**config.mk**
```make
export PLATFORM = sky130hd
export DESIGN_NAME = ebrs_top
export DESIGN_NICKNAME = d
export VERILOG_FILES = /design/src/hdl/ebrs_top.v /design/src/hdl/ebrs_idle_timer.v
export VERILOG_INCLUDE_DIRS = /design/src /design/src/hdl
export SDC_FILE = /design/constraint.sdc
export NUM_CORES = 2
export LEC_CHECK = 0
export BUFFER_PORTS_ARGS = -buffer_cell sky130_fd_sc_hd__buf_2
export CELL_PAD_IN_SITES_DETAIL_PLACEMENT = 2
export CELL_PAD_IN_SITES_GLOBAL_PLACEMENT = 2
export CORE_MARGIN = 5
export CORE_UTILIZATION = 38
export CTS_CLUSTER_DIAMETER = 30
export DETAILED_ROUTE_END_ITERATION = 7
export PLACE_DENSITY_LB_ADDON = 0.3
export SLEW_MARGIN = 5
export SYNTH_ARGS = -nofsm -noshare
export SYNTH_HDL_FRONTEND = slang
export SYNTH_SLANG_ARGS = --single-unit
```
**constraint.sdc**
```tcl
create_clock -name SYS_CLK -period 8.71 [get_ports SYS_CLK]
set_clock_uncertainty 0.15 [all_clocks]
set_input_delay 0.871 -clock SYS_CLK [delete_from_list [all_inputs] [get_ports SYS_CLK]]
set_output_delay 0.871 -clock SYS_CLK [all_outputs]
set_load 0.01 [all_outputs]
```
**src/hdl/ebrs_defs.vh**
```
// Register map, reset values and timing constants of the readout statistics block
`ifndef EBRS_DEFS_VH
`define EBRS_DEFS_VH

// ----------------------------------------------------------------------
// Register offsets (byte addresses)
// ----------------------------------------------------------------------
`define EBRS_OFF_CTRL 16'h0000
`define EBRS_OFF_LAST_TRIGGER_NUMBER 16'h0040
`define EBRS_OFF_BYTES_LOW 16'h0044
`define EBRS_OFF_BYTES_HIGH 16'h0048
`define EBRS_OFF_ACK_COUNT 16'h004c
`define EBRS_OFF_STATUS 16'h0050
`define EBRS_OFF_SIZE_LIMIT 16'h0070
`define EBRS_OFF_COUNT_LIMIT 16'h0074
`define EBRS_OFF_IDLE_TIMEOUT 16'h0078

// ----------------------------------------------------------------------
// Fields and reset values
// ----------------------------------------------------------------------
`define EBRS_CTRL_SOFT_RESET_BIT 0
`define EBRS_CTRL_DMA_RESET_BIT 3
`define EBRS_CTRL_MASK 32'h00000009
`define EBRS_CTRL_RESET 32'h00000008
`define EBRS_COUNT_LIMIT_W 12
`define EBRS_SIZE_LIMIT_RESET 32'h00000000
`define EBRS_COUNT_LIMIT_RESET 12'h000
`define EBRS_IDLE_TIMEOUT_RESET 32'h00000000
`define EBRS_STAT_DDR_FULL_BIT 0
`define EBRS_STAT_BLOCK_OPEN_BIT 1

// ----------------------------------------------------------------------
// Send causes
// ----------------------------------------------------------------------
`define EBRS_CAUSE_SIZE 2'h1
`define EBRS_CAUSE_COUNT 2'h2
`define EBRS_CAUSE_IDLE 2'h3

// ----------------------------------------------------------------------
// Timing
// ----------------------------------------------------------------------
`define EBRS_CLK_PERIOD_PS 50000
`define EBRS_TICK_PS 12800
`define EBRS_TICK_FRAC_BITS 5
`define EBRS_TICK_FRAC 32

`endif

```
**src/hdl/ebrs_top.v**
```verilog
// Readout counters, byte counter and network block thresholds with a Wishbone slave
`timescale 1ns/1ps

// How it works
// (RULE_01) Keep last trigger number, cleared by soft reset
// (RULE_02) Count readout acknowledges, cleared by soft reset
// (RULE_03) Count sent bytes in 64 bits
// (RULE_04) Low-word read captures high word for later
// (RULE_05) Software reads low word, then high word
// (RULE_06) Size limit sets buffer full and wrap
// (RULE_07) Program size limit before releasing DMA reset
// (RULE_08) Send network block before exceeding size limit
// (RULE_09) Send network block at block-count limit
// (RULE_10) Send network block after idle timeout
// (RULE_11) Idle timeout counts 12.8 ns ticks
// (RULE_12) Restart idle timer on append and start
module ebrs_top (
    input wire SYS_CLK,
    input wire RST_N,
    input wire WB_CYC_I,
    input wire WB_STB_I,
    input wire WB_WE_I,
    input wire [15:0] WB_ADR_I,
    input wire [3:0] WB_SEL_I,
    input wire [31:0] WB_DAT_I,
    output reg [31:0] WB_DAT_O,
    output reg WB_ACK_O,
    input wire TRIG_DONE,
    input wire [31:0] LAST_TRIGGER_NUMBER_IN,
    input wire ACK_SENT,
    input wire TX_BYTES_VALID,
    input wire [15:0] TX_BYTES,
    input wire EVT_BLOCK_VALID,
    input wire [31:0] EVT_BLOCK_WORDS,
    input wire DDR_WR_VALID,
    input wire [31:0] DDR_WR_WORDS,
    input wire DDR_RD_VALID,
    input wire [31:0] DDR_RD_WORDS,
    output reg NET_SEND,
    output reg [31:0] NET_SEND_WORDS,
    output reg [31:0] NET_SEND_BLOCKS,
    output reg [1:0] NET_SEND_CAUSE,
    output reg [31:0] DDR_WR_PTR,
    output reg [31:0] DDR_RD_PTR,
    output reg DDR_FULL,
    output reg SOFT_RESET,
    output reg DMA_RESET
);
`include "ebrs_defs.vh"

    // ------------------------------------------------------------------
    // Helpers
    // ------------------------------------------------------------------
    // Advance a buffer pointer by len words, wrapping at the size limit.
    function [31:0] wrap_add;
        input [31:0] ptr;
        input [31:0] len;
        input [31:0] lim;
        reg [32:0] sum;
        begin
            sum = {1'b0, ptr} + {1'b0, len};
            if (lim != 32'h0 && sum >= {1'b0, lim}) begin
                sum = sum - {1'b0, lim};
            end
            wrap_add = sum[31:0];
        end
    endfunction

    function [31:0] apply_sel;
        input [31:0] old;
        input [31:0] wdat;
        input [3:0] sel;
        integer i;
        begin
            apply_sel = old;
            for (i = 0; i < 4; i = i + 1) begin
                if (sel[i]) begin
                    apply_sel[i*8 +: 8] = wdat[i*8 +: 8];
                end
            end
        end
    endfunction

    // ------------------------------------------------------------------
    // Wishbone slave
    // ------------------------------------------------------------------
    reg [31:0] ctrl_q;
    reg [31:0] size_limit_q;
    reg [11:0] count_limit_q;
    reg [31:0] idle_timeout_q;
    reg [31:0] last_trigger_number_q;
    reg [31:0] ack_count_q;
    reg [63:0] bytes_q;
    reg [31:0] bytes_high_snap_q;
    reg [31:0] fill_q;
    reg [31:0] rdata;
    reg block_open_q;

    wire bus_req = WB_CYC_I && WB_STB_I && !WB_ACK_O;
    wire bus_wr = bus_req && WB_WE_I;
    wire bus_rd = bus_req && !WB_WE_I;
    wire soft_rst = ctrl_q[`EBRS_CTRL_SOFT_RESET_BIT];
    wire dma_rst = ctrl_q[`EBRS_CTRL_DMA_RESET_BIT];
    wire [31:0] count_limit_wr = apply_sel({20'h0, count_limit_q}, WB_DAT_I, WB_SEL_I);

    // Unmapped addresses read as zero and ignore writes, but still ack.
    always @* begin
        case (WB_ADR_I)
            `EBRS_OFF_CTRL: rdata = ctrl_q;
            `EBRS_OFF_LAST_TRIGGER_NUMBER: rdata = last_trigger_number_q;
            `EBRS_OFF_BYTES_LOW: rdata = bytes_q[31:0];
            `EBRS_OFF_BYTES_HIGH: rdata = bytes_high_snap_q; // RULE_04
            `EBRS_OFF_ACK_COUNT: rdata = ack_count_q;
            `EBRS_OFF_STATUS: rdata = {30'h0, block_open_q, DDR_FULL};
            `EBRS_OFF_SIZE_LIMIT: rdata = size_limit_q;
            `EBRS_OFF_COUNT_LIMIT: rdata = {20'h0, count_limit_q};
            `EBRS_OFF_IDLE_TIMEOUT: rdata = idle_timeout_q;
            default: rdata = 32'h0;
        endcase
    end

    always @(posedge SYS_CLK or negedge RST_N) begin
        if (!RST_N) begin
            WB_ACK_O <= 1'b0;
            WB_DAT_O <= 32'h0;
            ctrl_q <= `EBRS_CTRL_RESET;
            size_limit_q <= `EBRS_SIZE_LIMIT_RESET;
            count_limit_q <= `EBRS_COUNT_LIMIT_RESET;
            idle_timeout_q <= `EBRS_IDLE_TIMEOUT_RESET;
            bytes_high_snap_q <= 32'h0;
        end else begin
            WB_ACK_O <= bus_req;
            if (bus_rd) begin
                WB_DAT_O <= rdata;
            end
            if (bus_wr) begin
                case (WB_ADR_I)
                    `EBRS_OFF_CTRL:
                        ctrl_q <= apply_sel(ctrl_q, WB_DAT_I, WB_SEL_I) & `EBRS_CTRL_MASK;
                    `EBRS_OFF_SIZE_LIMIT:
                        size_limit_q <= apply_sel(size_limit_q, WB_DAT_I, WB_SEL_I);
                    `EBRS_OFF_COUNT_LIMIT: begin
                        count_limit_q <= count_limit_wr[11:0];
                    end
                    `EBRS_OFF_IDLE_TIMEOUT:
                        idle_timeout_q <= apply_sel(idle_timeout_q, WB_DAT_I, WB_SEL_I);
                    default: begin
                    end
                endcase
            end
            // Snapshot taken in the same cycle as the low word is sampled,
            // so the pair is coherent even while bytes keep flowing.
            if (soft_rst) begin
                bytes_high_snap_q <= 32'h0; // RULE_03
            end else if (bus_rd && WB_ADR_I == `EBRS_OFF_BYTES_LOW) begin
                bytes_high_snap_q <= bytes_q[63:32]; // RULE_04 RULE_05
            end
        end
    end

    // ------------------------------------------------------------------
    // Readout counters
    // ------------------------------------------------------------------
    always @(posedge SYS_CLK or negedge RST_N) begin
        if (!RST_N) begin
            last_trigger_number_q <= 32'h0;
            ack_count_q <= 32'h0;
            bytes_q <= 64'h0;
            SOFT_RESET <= 1'b0;
            DMA_RESET <= 1'b1;
        end else begin
            SOFT_RESET <= soft_rst;
            DMA_RESET <= dma_rst;
            if (soft_rst) begin
                last_trigger_number_q <= 32'h0; // RULE_01
                ack_count_q <= 32'h0; // RULE_02
                bytes_q <= 64'h0; // RULE_03
            end else begin
                if (TRIG_DONE) begin
                    last_trigger_number_q <= LAST_TRIGGER_NUMBER_IN; // RULE_01
                end
                if (ACK_SENT) begin
                    ack_count_q <= ack_count_q + 32'h1; // RULE_02
                end
                if (TX_BYTES_VALID) begin
                    bytes_q <= bytes_q + {48'h0, TX_BYTES}; // RULE_03
                end
            end
        end
    end

    // ------------------------------------------------------------------
    // External buffer pointers
    // ------------------------------------------------------------------
    // The size limit is only safe to change while the DMA reset is held;
    // changing it live can leave a pointer beyond the new wrap point.
    reg [31:0] fill_d;

    always @* begin
        fill_d = fill_q;
        if (DDR_WR_VALID) begin
            fill_d = fill_d + DDR_WR_WORDS;
        end
        if (DDR_RD_VALID) begin
            fill_d = fill_d - DDR_RD_WORDS;
        end
    end

    always @(posedge SYS_CLK or negedge RST_N) begin
        if (!RST_N) begin
            DDR_WR_PTR <= 32'h0;
            DDR_RD_PTR <= 32'h0;
            fill_q <= 32'h0;
            DDR_FULL <= 1'b0;
        end else if (dma_rst) begin // RULE_07
            DDR_WR_PTR <= 32'h0;
            DDR_RD_PTR <= 32'h0;
            fill_q <= 32'h0;
            DDR_FULL <= 1'b0;
        end else begin
            if (DDR_WR_VALID) begin
                DDR_WR_PTR <= wrap_add(DDR_WR_PTR, DDR_WR_WORDS, size_limit_q); // RULE_06
            end
            if (DDR_RD_VALID) begin
                DDR_RD_PTR <= wrap_add(DDR_RD_PTR, DDR_RD_WORDS, size_limit_q); // RULE_06
            end
            fill_q <= fill_d;
            DDR_FULL <= (size_limit_q != 32'h0) && (fill_d >= size_limit_q); // RULE_06
        end
    end

    // ------------------------------------------------------------------
    // Network block builder
    // ------------------------------------------------------------------
    localparam [1:0] ST_IDLE = 2'b01;
    localparam [1:0] ST_OPEN = 2'b10;

    reg [1:0] state_q;
    reg [1:0] state_d;
    reg [31:0] words_q;
    reg [31:0] words_d;
    reg [31:0] blocks_q;
    reg [31:0] blocks_d;
    reg send_d;
    reg [31:0] send_words_d;
    reg [31:0] send_blocks_d;
    reg [1:0] send_cause_d;
    reg timer_restart;
    reg [32:0] words_sum;
    wire idle_expired;

    ebrs_idle_timer u_idle_timer (
        .clk(SYS_CLK),
        .rst_n(RST_N),
        .run(state_q == ST_OPEN),
        .restart(timer_restart),
        .limit(idle_timeout_q),
        .expired(idle_expired)
    );

    always @* begin
        state_d = state_q;
        words_d = words_q;
        blocks_d = blocks_q;
        send_d = 1'b0;
        send_words_d = 32'h0;
        send_blocks_d = 32'h0;
        send_cause_d = 2'h0;
        timer_restart = 1'b0;
        words_sum = {1'b0, words_q} + {1'b0, EVT_BLOCK_WORDS};
        case (state_q)
            ST_IDLE: begin
                if (EVT_BLOCK_VALID) begin
                    state_d = ST_OPEN;
                    words_d = EVT_BLOCK_WORDS;
                    blocks_d = 32'h1;
                    timer_restart = 1'b1; // RULE_12
                end
            end
            ST_OPEN: begin
                if (EVT_BLOCK_VALID) begin
                    timer_restart = 1'b1; // RULE_12
                    if (size_limit_q != 32'h0 && words_sum > {1'b0, size_limit_q}) begin
                        // Close before the limit is passed; the new block
                        // opens the next network block.
                        send_d = 1'b1; // RULE_08
                        send_words_d = words_q;
                        send_blocks_d = blocks_q;
                        send_cause_d = `EBRS_CAUSE_SIZE;
                        words_d = EVT_BLOCK_WORDS;
                        blocks_d = 32'h1;
                    end else begin
                        words_d = words_sum[31:0];
                        blocks_d = blocks_q + 32'h1;
                    end
                end else if (idle_expired) begin
                    send_d = 1'b1; // RULE_10
                    send_words_d = words_q;
                    send_blocks_d = blocks_q;
                    send_cause_d = `EBRS_CAUSE_IDLE;
                    state_d = ST_IDLE;
                    words_d = 32'h0;
                    blocks_d = 32'h0;
                end
            end
            default: begin
                state_d = ST_IDLE;
                words_d = 32'h0;
                blocks_d = 32'h0;
            end
        endcase
        // Count limit checked after the append; a size-forced send in the
        // same cycle takes priority and the count check waits one cycle.
        if (!send_d && state_d == ST_OPEN && count_limit_q != 12'h0 &&
            blocks_d >= {20'h0, count_limit_q}) begin
            send_d = 1'b1; // RULE_09
            send_words_d = words_d;
            send_blocks_d = blocks_d;
            send_cause_d = `EBRS_CAUSE_COUNT;
            state_d = ST_IDLE;
            words_d = 32'h0;
            blocks_d = 32'h0;
        end
    end

    always @(posedge SYS_CLK or negedge RST_N) begin
        if (!RST_N) begin
            state_q <= ST_IDLE;
            words_q <= 32'h0;
            blocks_q <= 32'h0;
            block_open_q <= 1'b0;
            NET_SEND <= 1'b0;
            NET_SEND_WORDS <= 32'h0;
            NET_SEND_BLOCKS <= 32'h0;
            NET_SEND_CAUSE <= 2'h0;
        end else if (soft_rst) begin
            state_q <= ST_IDLE;
            words_q <= 32'h0;
            blocks_q <= 32'h0;
            block_open_q <= 1'b0;
            NET_SEND <= 1'b0;
            NET_SEND_WORDS <= 32'h0;
            NET_SEND_BLOCKS <= 32'h0;
            NET_SEND_CAUSE <= 2'h0;
        end else begin
            state_q <= state_d;
            words_q <= words_d;
            blocks_q <= blocks_d;
            block_open_q <= (state_d == ST_OPEN);
            NET_SEND <= send_d;
            if (send_d) begin
                NET_SEND_WORDS <= send_words_d;
                NET_SEND_BLOCKS <= send_blocks_d;
                NET_SEND_CAUSE <= send_cause_d;
            end
        end
    end

endmodule // ebrs_top

```
**src/hdl/ebrs_idle_timer.v**
```verilog
// Idle timeout timer counting in fixed 12.8 ns ticks from the system clock
`timescale 1ns/1ps

module ebrs_idle_timer (
    input wire clk,
    input wire rst_n,
    input wire run,
    input wire restart,
    input wire [31:0] limit,
    output reg expired
);
`include "ebrs_defs.vh"

    // ------------------------------------------------------------------
    // Fractional tick accumulator
    // ------------------------------------------------------------------
    // One clock is not a whole number of ticks, so time is kept in
    // 1/32 tick units; 50 ns is exactly 125 of them, so nothing drifts.
    localparam [37:0] STEP = (`EBRS_CLK_PERIOD_PS * `EBRS_TICK_FRAC) / `EBRS_TICK_PS;

    reg [37:0] elapsed_q;
    reg [37:0] elapsed_d;
    reg expired_d;
    wire [37:0] limit_frac;

    assign limit_frac = {1'b0, limit, {`EBRS_TICK_FRAC_BITS{1'b0}}};

    always @* begin
        elapsed_d = elapsed_q;
        expired_d = 1'b0;
        if (!run || restart) begin // RULE_12
            elapsed_d = 38'h0;
        end else if (limit != 32'h0) begin
            if (elapsed_q >= limit_frac) begin // RULE_11
                expired_d = 1'b1;
            end else begin
                elapsed_d = elapsed_q + STEP;
            end
        end
    end

    always @(posedge clk or negedge rst_n) begin
        if (!rst_n) begin
            elapsed_q <= 38'h0;
            expired <= 1'b0;
        end else begin
            elapsed_q <= elapsed_d;
            expired <= expired_d;
        end
    end

endmodule // ebrs_idle_timer

```
==> out/metrics.cfg <==
[outcome]
status=finished with violations
violations=DRC, setup timing

[cts]
insertion_delay_ps=790
htree_levels=4
cts_root_buf=clkbuf_16
clkSinkCount=543
cts_max_path_buffers=3
cts_tree=yes
path_clk_slew_ps=40
cts_buffers=156

[logic_synthesis]
synth_area_per_cell_sq_um=8.64
synth_simple_gate_area_share_pct=18.2
synth_compound_area_share_pct=23.4
postSynth.asyncResetShare_pct=100
ys_warn_count=0
syn_area_sq_um=40400
yosys.area_share.adder_pct=11.3
synthXorXnorAreaFrac_pct=6.06
seq_area_frac_synth_pct=33.6
synthCells=4680
synth-main-ff-cell=dfrtp_1
synth_cell_types=89
synth_edf_count=0
synth_top_family_by_area=compound AO/OA/AOI/OAI gates
syn-num-nets=5247
yosys-mux-area-fraction_pct=3.50
yosys_register_bits=543

[finish]
area_growth_pct=25.1
final_cell_mix=539 x dfrtp_1, 446 x nor2_1, 379 x nand2_1, 371 x buf_2, 352 x a21oi_1
regMostFlops=bytes_q
utilization_pct=47.9
stdcell_area_sq_um=50600
reg_top3=bytes_q (64), u_idle_timer.elapsed_q (38)
largest_reg_flops=64
fin_nets=5685
drive_gt1_share_pct=17.8
mostFrequentLayoutCell=dfrtp_1

[place]
routabilityCongestion=0.919
place_area_sq_um=44200
dp_hpwl_um=138000
portBuffers=373

[sta]
fin_ws_ps=-318
rsz0062_at_grt=yes
fin_crit_sh_pct=104
final_hold_viol_count=0
setup_violations=80
fmax_ghz=0.111
slew_headroom_pct=3.97
hold-worst-slack_ps=222
fin_crit_ps=9030
maxSlewViolCount=0
timing_worst_slew_pin_value_ps=1420

[global_routing]
grt_pass1_vias=47100
antenna_found_initial=34
grt_max_degree=127
grt.overflow.total=0
grt_pass1_wl_um=313000
grt_use_total_pct=36.3

[power_and_ir_drop]
irDropWorstVdd_mv=0.217
cellLeakagePower_nw=23.6
p_switching_mw=6.45
p_int_mw=9.87
seqPwrFrac_pct=18.6
swShare_pct=39.5
p_clk_share_pct=40.2
combPwrFrac_pct=41.2
power_density_nw_per_um2=323

[routing]
vias_per_cell=6.68
drt_pass1_iterations=8
route.met3.wl_um=19700
antenna_left=0
met1_length_um=82200
met2_length_um=107000
drc=1
top_layer=met5
wl_um=229000
vias=44500
drt_iter0_markers=4822
wire_per_inst_um=34.3

[worst_setup_path]
slowest_delay_ps=450
slowest_stage=dfrtp_1
cp_data_arrival_time_ps=9480
startpoint_type=flip-flop
crit_required_ps=9160
cp_max_fo=22
end_kind=flip-flop
path_class=reg -> reg

[flow_run]
drv_cap=0

[hold_path]
worstHoldPathType=in -> reg

[die]
initial_core_util_pct=38.3
io_pins=374
die_h_um=336
rows=119
fp.dieW_um=336
core_area_sq_um=106000
die_area_sq_um=113000

==> power groups by stage <==
stage / Combinational [mW] / Sequential (mW) / Clock [mW]
after floorplan: 4.53 / 3.02 / 0
after global placement: 6.03 / 3.04 / 0
after detailed placement: 6.29 / 3.05 / 0
after CTS: 6.63 / 3.03 / 6.51
after global routing: 7.27 / 3.05 / 6.69
final: 6.73 / 3.03 / 6.56
==> synth_stat cells, types with 104 or more instances <==
cell	n	area share (%)
dfrtp_1	540	33
a21oi_1	362	4.5
o21ai_0	290	3.6
nand2_1	380	3.5
inv_1	191	1.8
nand3_1	148	1.8
xor2_1	104	2.3
nor2_1	449	4.2
a21o_1	145	2.7
clkbuf_1	169	1.6
xnor2_1	176	3.8
ha_1	352	11
==> per-stage QoR <==
stage / total power, mW / instances / setup WS [ps] / TNS (ps)
5_1_grt: 17.0 / 6650 / -552 / -42500
4_1_cts: 16.2 / 6628 / 16.0 / 0
3_3_place_gp: 9.07 / 6333 / -48.8 / -793
3_5_place_dp: 9.34 / 6333 / -438 / -36340
6_report: 16.3 / 6659 / -318 / -8100
2_1_floorplan: 7.55 / 4680 / 725 / 0
==> repair_timing <==
action	4_1_cts	5_1_grt
gates resized for setup	14	51
setup endpoints to repair	134	134
buffers inserted	3	13
hold endpoints to repair	70	0
pin swaps	3	17
gates cloned	1	0
hold buffers	1	0
==> area by class of cell <==
| cell class | instances | area [sq um] |
|---|---|---|
| inverter | 191 | 717 |
| clock inverter | 86 | 1440 |
| antenna | 18 | 45.0 |
| fill | 11200 | 55000 |
| timing repair buffer | 500 | 2960 |
| multi-input combinational | 3726 | 25700 |
| tap | 1391 | 1740 |
| clock buffer | 204 | 4420 |
| sequential | 543 | 13600 |
==> per-layer routing <==
layer / global-route usage [%] / up-vias
li1: - / 18200
met1: 41.6 / 22400
met2: 60.8 / 2728
met3: 8.52 / 1088
met4: 23.9 / 28
met5: 0 / -
==> path summary, 6_finish.rpt <==
path,from,endpoint,slack (ps),cells after the start
hold / removal,LAST_TRIGGER_NUMBER_IN[26],last_trigger_number_q[26],220,3
setup / recovery,words_q[0],NET_SEND_WORDS[27],-320,39
setup reg to reg,words_q[0],NET_SEND_WORDS[27],-320,39
hold reg to reg,WB_DAT_O[20],WB_DAT_O[20],330,1
max in group asynchronous,RST_N,NET_SEND_WORDS[9],5640,4
min in group asynchronous,RST_N,ack_count_q[20],530,2
==> cells by family after synthesis <==
logic type | count (synthesis)
and+or+nand+nor | 1532
DFF | 543
adders and majority gates | 360
xor gates and xnor gates | 280
AOI/OAI and AO/OA | 1419
muxes | 135
buffers and inverters | 411
==> critical path, delay by kind of cell (launching register included) <==
kind | cells | cell delay (ps)
buffers and inverters | 5 | 790
DFF | 1 | 450
adders and majority gates | 4 | 1170
and+or+nand+nor | 9 | 1960
AOI/OAI and AO/OA | 20 | 4080
xor gates and xnor gates | 1 | 230
(Power assumes the default switching activity.)
